File: config.mk
export PLATFORM = sky130hd
export DESIGN_NAME = dem_manager
export DESIGN_NICKNAME = d
export VERILOG_FILES = /design/src/core/dem_pkg.sv /design/src/core/dem_buffer.sv /design/src/core/dem_manager.sv
export SDC_FILE = /design/constraint.sdc
export NUM_CORES = 1
export LEC_CHECK = 0
export BUFFER_PORTS_ARGS = -buffer_cell sky130_fd_sc_hd__buf_2
export CAP_MARGIN = 20
export CORE_AREA = 2 2 195 197
export CTS_CLUSTER_SIZE = 12
export DETAILED_ROUTE_END_ITERATION = 16
export DIE_AREA = 0 0 197 199
export MAX_ROUTING_LAYER = met4
export PLACE_DENSITY = 0.71
export SYNTH_ARGS = -nofsm -noshare
export SYNTH_HDL_FRONTEND = slang
export SYNTH_SLANG_ARGS = --single-unit
File: constraint.sdc
create_clock -name ref_clk -period 4.9 [get_ports ref_clk]
set_input_delay 0.49 -clock ref_clk [delete_from_list [all_inputs] [get_ports ref_clk]]
set_output_delay 0.49 -clock ref_clk [all_outputs]
set_load 0.03 [all_outputs]
File: src/core/dem_pkg.sv
package dem_pkg;
  // beat geometry
  localparam int BEAT_W = 64;
  localparam int WORD_W = 32;
  localparam int HALF_W = 16;
  localparam int BYTE_W = 8;
  // register map (wishbone byte addresses)
  localparam logic [3:0] FMT_OFFSET = 4'h0;
  localparam logic [3:0] CTRL_OFFSET = 4'h4;
  localparam logic [3:0] STAT_OFFSET = 4'h8;
  // data_format_select fields
  localparam int FMT_INDEX_BIT = 0;
  localparam int FMT_EXTR_BIT = 1;
  localparam logic [1:0] FMT_RESET = 2'h0;
  // control register fields
  localparam int CTRL_LITTLE_BIT = 0;
  localparam int CTRL_REVERSE_BIT = 1;
  localparam int CTRL_KIND_LSB = 4;
  localparam logic [1:0] CTRL_RESET_LITTLE = 2'h1;
  localparam logic [1:0] KIND_RESET = 2'h0;
  // beat kinds on the stream
  localparam logic [1:0] KIND_GENERIC = 2'h0;
  localparam logic [1:0] KIND_DECISION = 2'h1;
  localparam logic [1:0] KIND_INDEX = 2'h2;
  localparam logic [1:0] KIND_EXTR = 2'h3;
  localparam int BUF_DEPTH = 2;
  localparam logic [15:0] CNT_RESET = 16'h0000;
endpackage

File: src/core/dem_buffer.sv
`timescale 1ns/100ps
module dem_buffer #(
  parameter int WIDTH = 64,
  parameter int DEPTH = 2
) (
  input wire logic clk,
  input wire logic rst,
  input wire logic in_valid,
  output logic in_ready,
  input wire logic [WIDTH-1:0] in_data,
  output logic out_valid,
  input wire logic out_ready,
  output logic [WIDTH-1:0] out_data
);
  // one-bit pointers only serve two entries
  if (DEPTH != 2) begin : g_bad_depth
    $error("dem_buffer supports depth 2 only");
  end
  if (WIDTH < 1) begin : g_bad_width
    $error("dem_buffer needs a width of at least one bit");
  end

  logic [WIDTH-1:0] mem [DEPTH];
  logic wr_ptr;
  logic rd_ptr;
  logic [1:0] count;
  logic push;
  logic pop;

  assign in_ready = (count != 2'h2);
  assign out_valid = (count != 2'h0);
  assign push = in_valid && in_ready;
  assign pop = out_valid && out_ready;
  assign out_data = mem[rd_ptr];

  always_ff @(posedge clk) begin
    if (push) begin
      mem[wr_ptr] <= in_data;
    end
  end

  always_ff @(posedge clk) begin
    if (rst) begin
      wr_ptr <= 1'b0;
      rd_ptr <= 1'b0;
      count <= 2'h0;
    end else begin
      if (push) wr_ptr <= ~wr_ptr;
      if (pop) rd_ptr <= ~rd_ptr;
      if (push && !pop) count <= count + 2'h1;
      else if (pop && !push) count <= count - 2'h1;
    end
  end
endmodule

File: src/core/dem_manager.sv
// Functional notes
// - decisions travel as 32-bit words, first word at base, second at base+4.
// - reversed decision order in little-endian mirrors all 64 bits of an outgoing beat.
// - big-endian host order swaps the two decision words of an outgoing beat.
// - format register bit 0 is index format, bit 1 extrinsic, rest reserved.
// - indexes are 16-bit items; index bit 1 native, 0 packed on words.
// - extrinsics are 8-bit items; extrinsic bit 1 native, 0 packed on words.
// - little-endian host order passes indexes and extrinsics unchanged.
// - big-endian packed indexes map half-words 1,0,3,2 to 3,2,1,0.
// - big-endian native indexes fully reverse the four half-words of an incoming beat; outgoing index beats get the word swap.
// - big-endian packed extrinsics swap the two 32-bit halves.
// - big-endian native extrinsics fully reverse the eight bytes.
// - big-endian order swaps the words of all remaining 64-bit beats.
// - 32-bit register bus transfers are never byte reordered.
// - the core side always sees little-endian data.
//
// Design decisions made here: the register offsets and the Wishbone slave port.
`timescale 1ns/100ps
module dem_manager (
  input wire logic ref_clk,
  input wire logic rst,
  input wire logic wb_cyc_i,
  input wire logic wb_stb_i,
  input wire logic wb_we_i,
  input wire logic [3:0] wb_adr_i,
  input wire logic [3:0] wb_sel_i,
  input wire logic [31:0] wb_dat_i,
  output logic [31:0] wb_dat_o,
  output logic wb_ack_o,
  input wire logic dma_in_valid,
  output logic dma_in_ready,
  input wire logic [63:0] dma_in_data,
  output logic core_in_valid,
  input wire logic core_in_ready,
  output logic [63:0] core_in_data,
  input wire logic core_out_valid,
  output logic core_out_ready,
  input wire logic [63:0] core_out_data,
  output logic dma_out_valid,
  input wire logic dma_out_ready,
  output logic [63:0] dma_out_data
);
  localparam int BW = dem_pkg::BEAT_W;
  localparam int WW = dem_pkg::WORD_W;
  localparam int HW = dem_pkg::HALF_W;
  localparam int YW = dem_pkg::BYTE_W;

  // register state
  logic [1:0] data_format_select;
  logic host_little;
  logic decision_reverse;
  logic [1:0] in_kind;
  logic [1:0] out_kind;
  logic [15:0] in_beats;
  logic [15:0] out_beats;
  logic wb_req;
  logic [31:0] next_rdata;

  // reordered beats
  logic [63:0] in_swapped;
  logic [63:0] out_swapped;
  logic [63:0] word_swap_in;
  logic [63:0] half_rev_in;
  logic [63:0] half_pair_in;
  logic [63:0] byte_rev_in;
  logic [63:0] word_swap_out;
  logic [63:0] byte_rev_out;
  logic [63:0] bit_rev_out;

  // ---------------- wishbone slave ----------------
  assign wb_req = wb_cyc_i && wb_stb_i && !wb_ack_o;

  always_ff @(posedge ref_clk) begin
    if (rst) begin
      wb_ack_o <= 1'b0;
    end else begin
      wb_ack_o <= wb_req;
    end
  end

  // byte lane 0 holds every writable field, so only sel[0] matters
  always_ff @(posedge ref_clk) begin
    if (rst) begin
      data_format_select <= dem_pkg::FMT_RESET;
    end else if (wb_req && wb_we_i && wb_sel_i[0] &&
                 wb_adr_i == dem_pkg::FMT_OFFSET) begin
      data_format_select <= wb_dat_i[1:0];
    end
  end

  always_ff @(posedge ref_clk) begin
    if (rst) begin
      host_little <= dem_pkg::CTRL_RESET_LITTLE[0];
      decision_reverse <= dem_pkg::CTRL_RESET_LITTLE[1];
      in_kind <= dem_pkg::KIND_RESET;
      out_kind <= dem_pkg::KIND_RESET;
    end else if (wb_req && wb_we_i && wb_sel_i[0] &&
                 wb_adr_i == dem_pkg::CTRL_OFFSET) begin
      host_little <= wb_dat_i[dem_pkg::CTRL_LITTLE_BIT];
      decision_reverse <= wb_dat_i[dem_pkg::CTRL_REVERSE_BIT];
      in_kind <= wb_dat_i[dem_pkg::CTRL_KIND_LSB +: 2];
      out_kind <= wb_dat_i[dem_pkg::CTRL_KIND_LSB + 2 +: 2];
    end
  end

  // register contents go out untouched: no lane swap on this bus
  always_comb begin
    next_rdata = 32'h00000000;
    case (wb_adr_i)
      dem_pkg::FMT_OFFSET: next_rdata = {30'h0, data_format_select};
      dem_pkg::CTRL_OFFSET: next_rdata = {24'h0, out_kind, in_kind,
                                          2'h0, decision_reverse,
                                          host_little};
      dem_pkg::STAT_OFFSET: next_rdata = {out_beats, in_beats};
      default: next_rdata = 32'h00000000;
    endcase
  end

  always_ff @(posedge ref_clk) begin
    if (rst) begin
      wb_dat_o <= 32'h00000000;
    end else if (wb_req && !wb_we_i) begin
      wb_dat_o <= next_rdata;
    end
  end

  // beat counters show the stream is moving; they wrap silently
  always_ff @(posedge ref_clk) begin
    if (rst) begin
      in_beats <= dem_pkg::CNT_RESET;
      out_beats <= dem_pkg::CNT_RESET;
    end else begin
      if (core_in_valid && core_in_ready) in_beats <= in_beats + 16'h0001;
      if (dma_out_valid && dma_out_ready) out_beats <= out_beats + 16'h0001;
    end
  end

  // ---------------- lane permutations ----------------
  assign word_swap_in = {dma_in_data[WW-1:0], dma_in_data[BW-1:WW]};
  assign word_swap_out = {core_out_data[WW-1:0], core_out_data[BW-1:WW]};

  // packed indexes: dma order 1,0,3,2 becomes core order 3,2,1,0
  assign half_pair_in = word_swap_in;

  genvar g;
  generate
    for (g = 0; g < BW / HW; g++) begin : g_half
      assign half_rev_in[g*HW +: HW] = dma_in_data[BW-(g+1)*HW +: HW];
    end
    for (g = 0; g < BW / YW; g++) begin : g_byte
      assign byte_rev_in[g*YW +: YW] = dma_in_data[BW-(g+1)*YW +: YW];
      assign byte_rev_out[g*YW +: YW] = core_out_data[BW-(g+1)*YW +: YW];
    end
    for (g = 0; g < BW; g++) begin : g_bit
      assign bit_rev_out[g] = core_out_data[BW-1-g];
    end
  endgenerate

  // incoming beats toward the core
  always_comb begin
    in_swapped = dma_in_data;
    if (!host_little) begin
      case (in_kind)
        dem_pkg::KIND_INDEX:
          in_swapped = data_format_select[dem_pkg::FMT_INDEX_BIT] ?
                       half_rev_in : half_pair_in;
        dem_pkg::KIND_EXTR:
          in_swapped = data_format_select[dem_pkg::FMT_EXTR_BIT] ?
                       byte_rev_in : word_swap_in;
        default: in_swapped = word_swap_in;
      endcase
    end else begin
      in_swapped = dma_in_data;
    end
  end

  // outgoing beats toward the dma; core words are always little-endian
  always_comb begin
    out_swapped = core_out_data;
    if (!host_little) begin
      case (out_kind)
        dem_pkg::KIND_DECISION: out_swapped = word_swap_out;
        dem_pkg::KIND_EXTR:
          out_swapped = data_format_select[dem_pkg::FMT_EXTR_BIT] ?
                        byte_rev_out : word_swap_out;
        default: out_swapped = word_swap_out;
      endcase
    end else if (out_kind == dem_pkg::KIND_DECISION && decision_reverse) begin
      out_swapped = bit_rev_out;
    end else begin
      out_swapped = core_out_data;
    end
  end

  // ---------------- buffers ----------------
  // swap happens before the buffer so a mode change mid-stall
  // cannot alter a word already accepted
  dem_buffer #(
    .WIDTH(BW),
    .DEPTH(dem_pkg::BUF_DEPTH)
  ) u_in_buf (
    .clk(ref_clk),
    .rst(rst),
    .in_valid(dma_in_valid),
    .in_ready(dma_in_ready),
    .in_data(in_swapped),
    .out_valid(core_in_valid),
    .out_ready(core_in_ready),
    .out_data(core_in_data)
  );

  dem_buffer #(
    .WIDTH(BW),
    .DEPTH(dem_pkg::BUF_DEPTH)
  ) u_out_buf (
    .clk(ref_clk),
    .rst(rst),
    .in_valid(core_out_valid),
    .in_ready(core_out_ready),
    .in_data(out_swapped),
    .out_valid(dma_out_valid),
    .out_ready(dma_out_ready),
    .out_data(dma_out_data)
  );
endmodule

==> metrics.md, run 1 <==
| Metric | Value |
|---|---|
| CTS tree | `built` |
| Setup TNS | `0 ps` |
| Dpl hpwl | `30,500 um` |
| Final clock skew | `approximately 9 ps` |
| Cell taking the most area after synthesis | `edfxtp_1` |
| Outcome | `finished clean` |
| Die Ht | `199 um` |
| Net Sw Power | `2.91 mW` |
| # rows | `71` |
| Cells after synthesis | `1,384` |
| 1st-iter DRT viols | `approximately 1,000` |
| #FFs+latches synth | `339` |
| Leak Pwr | `slightly above 8 nW` |
| Logic pwr share | `0.278` |
| CP max FO | `40` |
| Synth cell types | `48` |
| Register area share after synthesis | `0.564` |
| Pwr Total | `8.84 mW` |
| Post-synth net total | `around 1,600` |
| Core Box Area | `0.0371 mm2` |
| Fraction of registers with async set/reset | `0` |
| CP max stage cell | `dfxtp_2` |
| Slew HR | `0.347` |
| RD Place Congestion | `0.935` |
| Clk sink count | `339` |
| Mapped Avg Cell Area | `around 12 um2` |
| CP cell instances | `buf_4 > mux2_2 > buf_2` |
| Reg2reg start | `out_kind[0]` |
| Vias in the first global route | `11,333` |
| Finished Layout Cells | `between 2,000 and 2,500` |
| Area contributors post-synth | `edfxtp_1 46%, mux2_2 13%, dfxtp_1 10%` |
| DR vias | `12,251` |
| Clock slew at reported path FFs | `60 ps` |
| Crit path largest cell delay | `960 ps` |
| CTS resizes | `0` |
| Syn-to-layout area delta | `18.9%` |
| Post-CTS Hold Buffers | `0` |
| Clk root buf | `clkbuf_16` |
| Synthesis warning total | `0` |
| Min Tclk post-route | `3090 ps` |
| Post-place instance area | `0.0185 mm2` |
| Die Area | `0.0392 mm2` |
| Latest clock arrival within the worst-skew pair | `~520 ps` |
| Drt pass-1 iters | `6` |
| R2R setup slack | `2330 ps` |
| CTS buffer count | `38` |
| H-tree lvl count | `2` |
| Sw Ratio | `0.329` |
| R2R depth | `4` |
| Top-count cell post-synth | `edfxtp_1` |
| Design area | `0.0197 mm2` |
| Final Max Tran Viols | `0` |
| Flop pwr share | `0.417` |
| Top_reg_cell synth | `edfxtp_1` |
| Worst Hold Path Cells | `3` |
| Global-route wire length before repair | `~66,000 um` |
| Initial core utilization | `0.446` |
| Post-Route WL | `44,600 um` |
| Antenna-violating nets left | `0` |
| IO buf count | `312` |
| Power density cells | `448 mW/mm2` |
| Place WS | `between 2000 and 2500 ps` |
| Clock power share | `0.305` |
| Top cell type's share of synthesized area | `0.464` |
| Setup Viol. Count Final | `0` |
| Horiz. Die Dim | `197 um` |
| Worst hold endpoint | `in_kind[0]` |
| DR DRC count | `0` |
| Worst Path Required | `between 4000 and 5000 ps` |
| Syn Std Cell Area | `between 0.015 and 0.02 mm2` |
| Initial antenna violation count | `15` |
| Cell-internal power | `5.93 mW` |
| FMAX | `324 MHz` |
| Arrival time at the worst endpoint | `2600 ps` |
| Post-CTS setup buffer count | `0` |
| Ports | `342` |
| Hold Vio Cnt, Final | `0` |
| GRT Total Usage | `0.225` |
| Number of enable flip-flop cells after synthesis | `256` |
| Placed insts | `2,082` |
| Tightest Pin Transition | `979 ps` |
| Gr ovfl total | `0` |
| Worst hold start | `wb_dat_i[4]` |
| CP Class | `reg2out` |
| Routed vias/inst | `about 5.7` |
| Hold/Removal Path Class | `in2reg` |
| Max-Cap Viols | `0` |
| Startpoint Class | `flip-flop` |
| Largest net degree at the start of global routing | `154` |
| Post-synth top cells | `256 x edfxtp_1, 194 x mux2_2, 168 x nand2_1, 132 x o21ai_0, 83 x dfxtp_1` |
| Layout Nets | `1,830` |
| RSZ-0062 raised after global routing | `no` |
| CP Capture Type | `output port` |
| Crit path max-delay family | `flip-flops` |
| Peak VDD IR | `0.341 mV` |
| Worst setup margin | `1810 ps` |
| Clk buf depth | `3` |
| WL per Instance | `20.6 um` |
| Period utilization | `0.630` |
| R2R Path End | `u_out_buf.mem[1][42]` |
| Share of cells above drive strength 1 | `0.361` |
| CP Buf/Inv Count | `2` |
==> cell usage in the layout (no fill, tap or decap), types with 8 or more instances in the layout <==
master,n
buf_2,312
edfxtp_1,256
mux2_2,194
nand2_1,168
o21ai_0,132
dfxtp_1,79
mux2i_1,75
a22o_1,68
a22oi_1,60
a21oi_1,46
nor2_1,44
nand3_1,40
clkbuf_16,39
xor2_1,16
diode_2,15
buf_4,14
xnor2_1,11
clkbuf_1,11
inv_1,9
or3_1,8
==> worst reg2reg max path: stages, from the launching register on <==
cell	delay, ps
dfxtp_1	430
nand3_4	590
buf_4	580
mux2i_1	170
o21ai_0	510
==> area by class of cell <==
class / count / area, um2
inverter: 9 / 33.8
tap: 474 / 593
antenna: 15 / 37.5
sequential: 339 / 9360
timing repair buffer: 329 / 1730
clock inverter: 14 / 129
fill: 3231 / 17400
multi-input combinational: 932 / 6790
clock buffer: 52 / 1040
==> how the worst max path moves through the flow <==
| stage | from | endpoint | slack (ps) | cells after the start |
|---|---|---|---|---|
| 6_report | flip-flop | dma_out_data[36] | 1810 | 3 |
| 5_1_grt | flip-flop | dma_out_data[56] | 1670 | 3 |
| 4_1_cts | flip-flop | core_in_data[13] | 1640 | 3 |
| 3_5_place_dp | flip-flop | core_in_data[13] | 2240 | 3 |
| 2_1_floorplan | u_in_buf.count[0] | u_in_buf.mem[0][0] | 770 | 3 |
| 3_3_place_gp | flip-flop | core_in_data[13] | 2230 | 3 |
==> sequential cells by signal (all words and copies together), names as in the netlist, 2 cells and up, named ones only <==
register / cells
out_beats: 16
in_kind: 2
in_beats: 16
u_out_buf.count: 2
wb_dat_o: 32
out_kind: 2
u_out_buf.mem: 128
u_in_buf.count: 2
u_in_buf.mem: 128
data_format_select: 2
==> per-stage QoR <==
stage | util | hold slack (ps)
after floorplan | - | 448
after global placement | 0.497 | 438
after detailed placement | 0.498 | 441
after CTS | 0.529 | 208
after global routing | 0.531 | 232
final | 0.531 | 237
==> kinds of logic after synthesis <==
logic type,after synthesis,share of synthesized area
adder cells (fa/ha/maj),4,0.00302
multiplexers,269,0.177
AO/OA/AOI/OAI,323,0.127
flip-flops,339,0.564
buffers and inverters,113,0.0297
AND/OR/NAND/NOR,309,0.0854
XOR/XNOR,27,0.0143
==> power groups by stage <==
stage / clock, mW / combinational, mW / sequential [mW]
floorplan: 0 / 1.74 / 3.68
global placement: 0 / 2.39 / 3.77
detailed placement: 0 / 2.41 / 3.79
CTS: 2.76 / 2.42 / 3.74
global route: 2.87 / 2.60 / 3.72
finish: 2.69 / 2.46 / 3.69
==> per-layer routing <==
metal,routed length (um),GRT usage
met1,20300,0.322
met4,1130,0.0810
met2,20200,0.325
met3,2940,0.0361
met5,0,-
No activity file was read; power rests on OpenSTA's default activity.
==> run 2, diff against run 1 <==
==> constraint.sdc (replaced) <==
create_clock -name ref_clk -period 3.2 [get_ports ref_clk]
set_input_delay 0.32 -clock ref_clk [delete_from_list [all_inputs] [get_ports ref_clk]]
set_output_delay 0.32 -clock ref_clk [all_outputs]
set_load 0.03 [all_outputs]
==> run 2 against run 1 <==
Effect of this change: sequential cell count unchanged; critical path depth is the same; first-iteration DRC count grew 21%; non-clock buffer count up 9; core utilization rose by 0.55 points; final cell count up 0.42%; largest power group unchanged; power up 56%; clock power rose by 61%; highest routed layer unchanged; sequential share of layout area fell by 0.49 points; register-to-register slack got worse by 1600 ps; final area grew 1.0%.
==> metrics.md, run 2 (synthesis gave the netlist of run 1 again) <==
| Metric | Value |
|---|---|
| CTS tree | `built` |
| Outcome | `finished clean` |
| # rows | `71 (unchanged)` |
| Initial antenna violation count | `17 (+2)` |
| Min Tclk post-route | `2470 ps` |
| Biggest regs | `u_in_buf.mem (128), u_out_buf.mem (128), wb_dat_o (32)` |
| CTS resizes | `0 (unchanged)` |
| Placed insts | `2,092 (+0.48%)` |
| Die Ht | `199 um (unchanged)` |
| WL per Instance | `20.5 um (-0.59%)` |
| Period utilization | `0.771` |
| R2R setup slack | `780 ps (-1550 ps)` |
| Leak Pwr | `8.13 nW (+1.1%)` |
| IO buf count | `312 (unchanged)` |
| Drt pass-1 iters | `6 (unchanged)` |
| Setup Viol. Count Final | `0 (unchanged)` |
| DR DRC count | `0 (unchanged)` |
| Layout Nets | `1,839 (+0.49%)` |
| CP Class | `reg2out` |
| Reg2reg start | `in_kind[0]` |
| Vias in the first global route | `11,637 (+2.7%)` |
| Worst Hold Path Cells | `3 (unchanged)` |
| Peak VDD IR | `0.382 mV (+12%)` |
| Worst setup margin | `734 ps (-1080 ps)` |
| Finished Layout Cells | `2,173 (+0.42%)` |
| Clk root buf | `clkbuf_16` |
| DR vias | `12,305 (+0.44%)` |
| Clock slew at reported path FFs | `50 ps (about the same)` |
| Worst hold start | `wb_dat_i[4]` |
| H-tree lvl count | `2 (unchanged)` |
| Most frequent cells in the layout | `312 x buf_2, 256 x edfxtp_1, 194 x mux2_2, 168 x nand2_1, 132 x o21ai_0` |
| Routed vias/inst | `5.66 (about the same)` |
| Clk sink count | `339 (unchanged)` |
| Largest net degree at the start of global routing | `92 (-40%)` |
| DR WL met2 | `20,000 um (-0.98%)` |
| Syn-to-layout area delta | `20.1%` |
| Antenna-violating nets left | `0 (unchanged)` |
| Share of cells above drive strength 1 | `0.364 (+0.00347)` |
| Hold Vio Cnt, Final | `0 (unchanged)` |
| Horiz. Die Dim | `197 um (unchanged)` |
| CP Capture Type | `output port` |
| Most common cell after layout, fill and taps aside | `buf_2` |
| GRT Total Usage | `0.225 (about the same)` |
| Core Box Area | `0.0371 mm2 (unchanged)` |
| Min Hold Slack | `51.1 ps (-186 ps)` |
| Dpl hpwl | `30,400 um (-0.58%)` |
| Latest clock arrival within the worst-skew pair | `530 ps (about the same)` |
| Post-CTS setup buffer count | `0 (unchanged)` |
| Initial core utilization | `0.446 (unchanged)` |
| Met1 wire length | `19,900 um (-2.3%)` |
| Final clock skew | `15.2 ps (+6.23 ps)` |
| FMAX | `406 MHz` |
| RSZ-0062 raised after global routing | `no` |
| Slew HR | `0.373 (+0.0257)` |
| Clk buf depth | `3 (unchanged)` |
| Final Max Tran Viols | `0 (unchanged)` |
| Final core occ | `0.536 (+0.00549)` |
| R2R depth | `5 (+1)` |
| Filler cells | `3,220 (-0.34%)` |
| Top layer in use | `met4` |
| Startpoint Class | `flip-flop` |
| Power density cells | `692 mW/mm2 (+54%)` |
| R2R Path End | `u_in_buf.mem[1][27]` |
| Arrival time at the worst endpoint | `2150 ps (-450 ps)` |
| Ports | `342 (unchanged)` |
| Worst hold endpoint | `in_kind[0]` |
| RD Place Congestion | `0.958 (+2.4%)` |
| Global-route wire length before repair | `66,600 um (+0.60%)` |
| CTS buffer count | `38 (unchanged)` |
| 1st-iter DRT viols | `1,261 (+21%)` |
| Gr ovfl total | `0 (unchanged)` |
| Hold/Removal Path Class | `in2reg` |
| Met3 WL | `3070 um (+4.5%)` |
| Place WS | `917 ps (-1320 ps)` |
| Post-Route WL | `44,500 um (-0.18%)` |
| Worst Path Required | `2880 ps (-1530 ps)` |
| Post-CTS Hold Buffers | `0 (unchanged)` |
| Die Area | `0.0392 mm2 (unchanged)` |
| CP max FO | `44 (+10%)` |
| Setup TNS | `0 ps (unchanged)` |
| Max-Cap Viols | `0 (unchanged)` |
| Tightest Pin Transition | `940 ps (-38.6 ps)` |
run 2: changes by cell type in the layout (fill, tap and decap cells not counted), sizes merged:
cell / change
buf: +9
clkinv: -3
diode: +3
bufinv: +2
clkbuf: -1
inv: -1
run 2: worst max path at each step:
stage	from	end	depth (start not counted)
6_report	flip-flop	dma_out_data[32]	3
5_1_grt	flip-flop	dma_out_data[32]	3
4_1_cts	flip-flop	dma_out_data[32]	3
3_5_place_dp	in_kind[0]	u_in_buf.mem[0][27]	5
3_3_place_gp	in_kind[0]	u_in_buf.mem[0][27]	5
2_1_floorplan	u_in_buf.count[0]	u_in_buf.mem[0][0]	3
run 2: report_power, final:
part | total (mW) | internal (mW) | switching [mW]
Combinational | 3.84 | 1.29 | 2.55
Clock | 4.33 | 2.64 | 1.69
Sequential | 5.60 | 5.39 | 0.211
run 2: routing by layer:
layer / up-vias / GRT usage
li1: 5788 / -
met1: 5883 / 0.311
met2: 538 / 0.333
met3: 96 / 0.0373
met4: 0 / 0.0908
met5: - / -
run 2: area by class of cell:
type	instances	area [um2]	area share
clock inverters	12	163	0.00817
well taps	474	593	0.0298
repair buffers	338	1870	0.0939
flip-flops and latches	339	9360	0.470
diodes	18	45.0	0.00226
inverters	9	33.8	0.00170
multi-input cells	932	6790	0.341
clock buffers	51	1060	0.0534
run 2: through the flow:
step           power (mW)  area [um2]
3_3_place_gp         9.48       18600
4_1_cts              13.9       19900
2_1_floorplan        8.28       16600
6_report             13.8       19900
3_5_place_dp         9.55       18600
5_1_grt              14.3       19900
run 2: worst max-delay path: stages, from the launching register on:
cell and delay (ps):
dfxtp_2 680, buf_12 320, mux2_2 390, buf_2 200
==> run 3, diff against run 2 <==
==> constraint.sdc (replaced) <==
create_clock -name ref_clk -period 2.3 [get_ports ref_clk]
set_input_delay 0.23 -clock ref_clk [delete_from_list [all_inputs] [get_ports ref_clk]]
set_output_delay 0.23 -clock ref_clk [all_outputs]
set_load 0.03 [all_outputs]
==> run 3 against run 2 <==
Effect of this change: first-iteration DRC count shrank 16%; non-clock buffer count grew 20; hold slack gained 18 ps; via count is essentially flat; worst setup slack lost 630 ps; clock skew grew 2.5 ps; global-route usage grew 0.33 points; register-to-register slack lost 520 ps; largest cell class unchanged; clock power grew 40%; wire length grew 1.1%; critical endpoint is now dma_out_data[31]; count of clock-buffer cells in the layout shrank 5; combinational power grew 41%.
==> metrics.md, run 3 (synthesis gave the netlist of run 1 again) <==
| Metric | Value |
|---|---|
| 1st-iter DRT viols | `1,065 (-16%)` |
| IO buf count | `312 (unchanged)` |
| Period utilization | `0.955` |
| CP Capture Type | `output port` |
| Die Ht | `199 um (unchanged)` |
| Global-route wire length before repair | `66,600 um (+0.15%)` |
| Syn-to-layout area delta | `21.7%` |
| Clk buf depth | `3 (unchanged)` |
| Layout Nets | `1,859 (+1.1%)` |
| Crit path max-delay family | `buffers and inverters` |
| CP cell instances | `buf_4 > mux2_2 > buf_2` |
| GRT Total Usage | `0.229 (+0.00326)` |
| CP Buf/Inv Count | `2 (unchanged)` |
| RSZ-0062 raised after global routing | `no` |
| Largest net degree at the start of global routing | `65 (-29%)` |
| Peak VDD IR | `0.599 mV (+57%)` |
| Final core occ | `0.543 (+0.00697)` |
| Share of cells above drive strength 1 | `0.369 (+0.00534)` |
| Most common cell after layout, fill and taps aside | `buf_2` |
| Initial antenna violation count | `15 (-2)` |
| Biggest regs | `u_in_buf.mem (128), u_out_buf.mem (128), wb_dat_o (32)` |
| Min Tclk post-route | `2200 ps` |
| Most frequent cells in the layout | `312 x buf_2, 256 x edfxtp_1, 194 x mux2_2, 168 x nand2_1, 132 x o21ai_0` |
| Post-CTS Hold Buffers | `6 (+6)` |
| Routed vias/inst | `5.62 (-0.81%)` |
| CP max FO | `17 (-61%)` |
| DR DRC count | `0 (unchanged)` |
| Antenna-violating nets left | `0 (unchanged)` |
| Horiz. Die Dim | `197 um (unchanged)` |
| DR vias | `12,295 (-0.081%)` |
| Max-Cap Viols | `0 (unchanged)` |
| RD Place Congestion | `0.974 (+1.8%)` |
| Post-CTS setup buffer count | `0 (unchanged)` |
| Arrival time at the worst endpoint | `1970 ps (-180 ps)` |
| Post-place instance area | `0.0188 mm2 (+1.1%)` |
| CTS tree | `built` |
| Hold Vio Cnt, Final | `0 (unchanged)` |
| Final Max Tran Viols | `0 (unchanged)` |
| CP max stage cell | `dfxtp_2` |
| Slew HR | `0.582 (+0.209)` |
| Die Area | `0.0392 mm2 (unchanged)` |
| # rows | `71 (unchanged)` |
| Worst Path Required | `2070 ps (-810 ps)` |
| Final clock skew | `17.8 ps (+2.52 ps)` |
| Post-Route WL | `45,000 um (+1.1%)` |
| WL per Instance | `20.6 um (+0.34%)` |
| Pwr Total | `19.2 mW (+40%)` |
| FMAX | `455 MHz` |
| CTS buffer count | `38 (unchanged)` |
| Startpoint Class | `flip-flop` |
| Initial core utilization | `0.446 (unchanged)` |
| Clk root buf | `clkbuf_16` |
| Design area | `0.0202 mm2 (+1.3%)` |
| Power density cells | `954 mW/mm2 (+38%)` |
| Latest clock arrival within the worst-skew pair | `540 ps (about the same)` |
| Hold/Removal Path Class | `in2reg` |
| Tightest Pin Transition | `627 ps (-313 ps)` |
| H-tree lvl count | `2 (unchanged)` |
| Leak Pwr | `8.27 nW (+1.7%)` |
| Outcome | `finished clean` |
| Drt pass-1 iters | `6 (unchanged)` |
| Gr ovfl total | `0 (unchanged)` |
| Vias in the first global route | `11,549 (-0.76%)` |
| Clk sink count | `339 (unchanged)` |
| CP Class | `reg2out` |
| Clock slew at reported path FFs | `60 ps (about the same)` |
| Setup TNS | `0 ps (unchanged)` |
| Setup Viol. Count Final | `0 (unchanged)` |
| Crit path largest cell delay | `500 ps (-180 ps)` |
| Dpl hpwl | `31,500 um (+3.8%)` |
| Ports | `342 (unchanged)` |
| Core Box Area | `0.0371 mm2 (unchanged)` |
| CTS resizes | `0 (unchanged)` |
-- run 3: layout make-up --
type,instances,area [um2]
clock inverters,16,233
multi-input cells,932,6790
inverters,9,33.8
flip-flops and latches,339,9360
repair buffers,358,2120
well taps,474,593
diodes,15,37.5
fillers,3185,17000
clock buffers,46,1000
-- run 3: path summary, 6_finish.rpt --
| kind | start | to | slack, ps | depth (start not counted) |
|---|---|---|---|---|
| hold / removal | dma_out_ready | out_beats[2] | 70 | 4 |
| setup / recovery | flip-flop | dma_out_data[31] | 100 | 3 |
| hold reg to reg | wb_dat_o[22] | wb_dat_o[22] | 450 | 2 |
| setup reg to reg | in_kind[0] | u_in_buf.mem[0][48] | 260 | 5 |
-- run 3: stage by stage --
step           hold WS [ps]  worst slack [ps]  cells
3_3_place_gp            439               387   2106
6_report               68.9               104   2189
3_5_place_dp            442               339   2106
5_1_grt                76.2              8.55   2189
2_1_floorplan           374              31.5   1384
4_1_cts                41.5              53.9   2174
-- run 3: layer usage --
metal / share of wire / track usage / vias up
met1: 0.45 / 0.322 / 5957
met2: 0.45 / 0.321 / 436
met5: 0 / - / -
met3: 0.066 / 0.0417 / 83
li1: - / - / 5819
met4: 0.033 / 0.103 / 0
-- run 3: worst reg2reg max path, cell delays in order (launching register included) --
cell and delay (ps):
dfxtp_1 440, and2_2 260, buf_12 280, a22o_1 230
a22oi_1 50, o21ai_0 500
-- run 3: where the power goes --
| part | internal [mW] | leakage [nW] | switching, mW | total, mW |
|---|---|---|---|---|
| clock network | 3.75 | 0.604 | 2.32 | 6.07 |
| logic | 1.83 | 4.60 | 3.57 | 5.40 |
| registers | 7.50 | 3.06 | 0.273 | 7.77 |
| total | 13.1 | 8.27 | 6.17 | 19.2 |
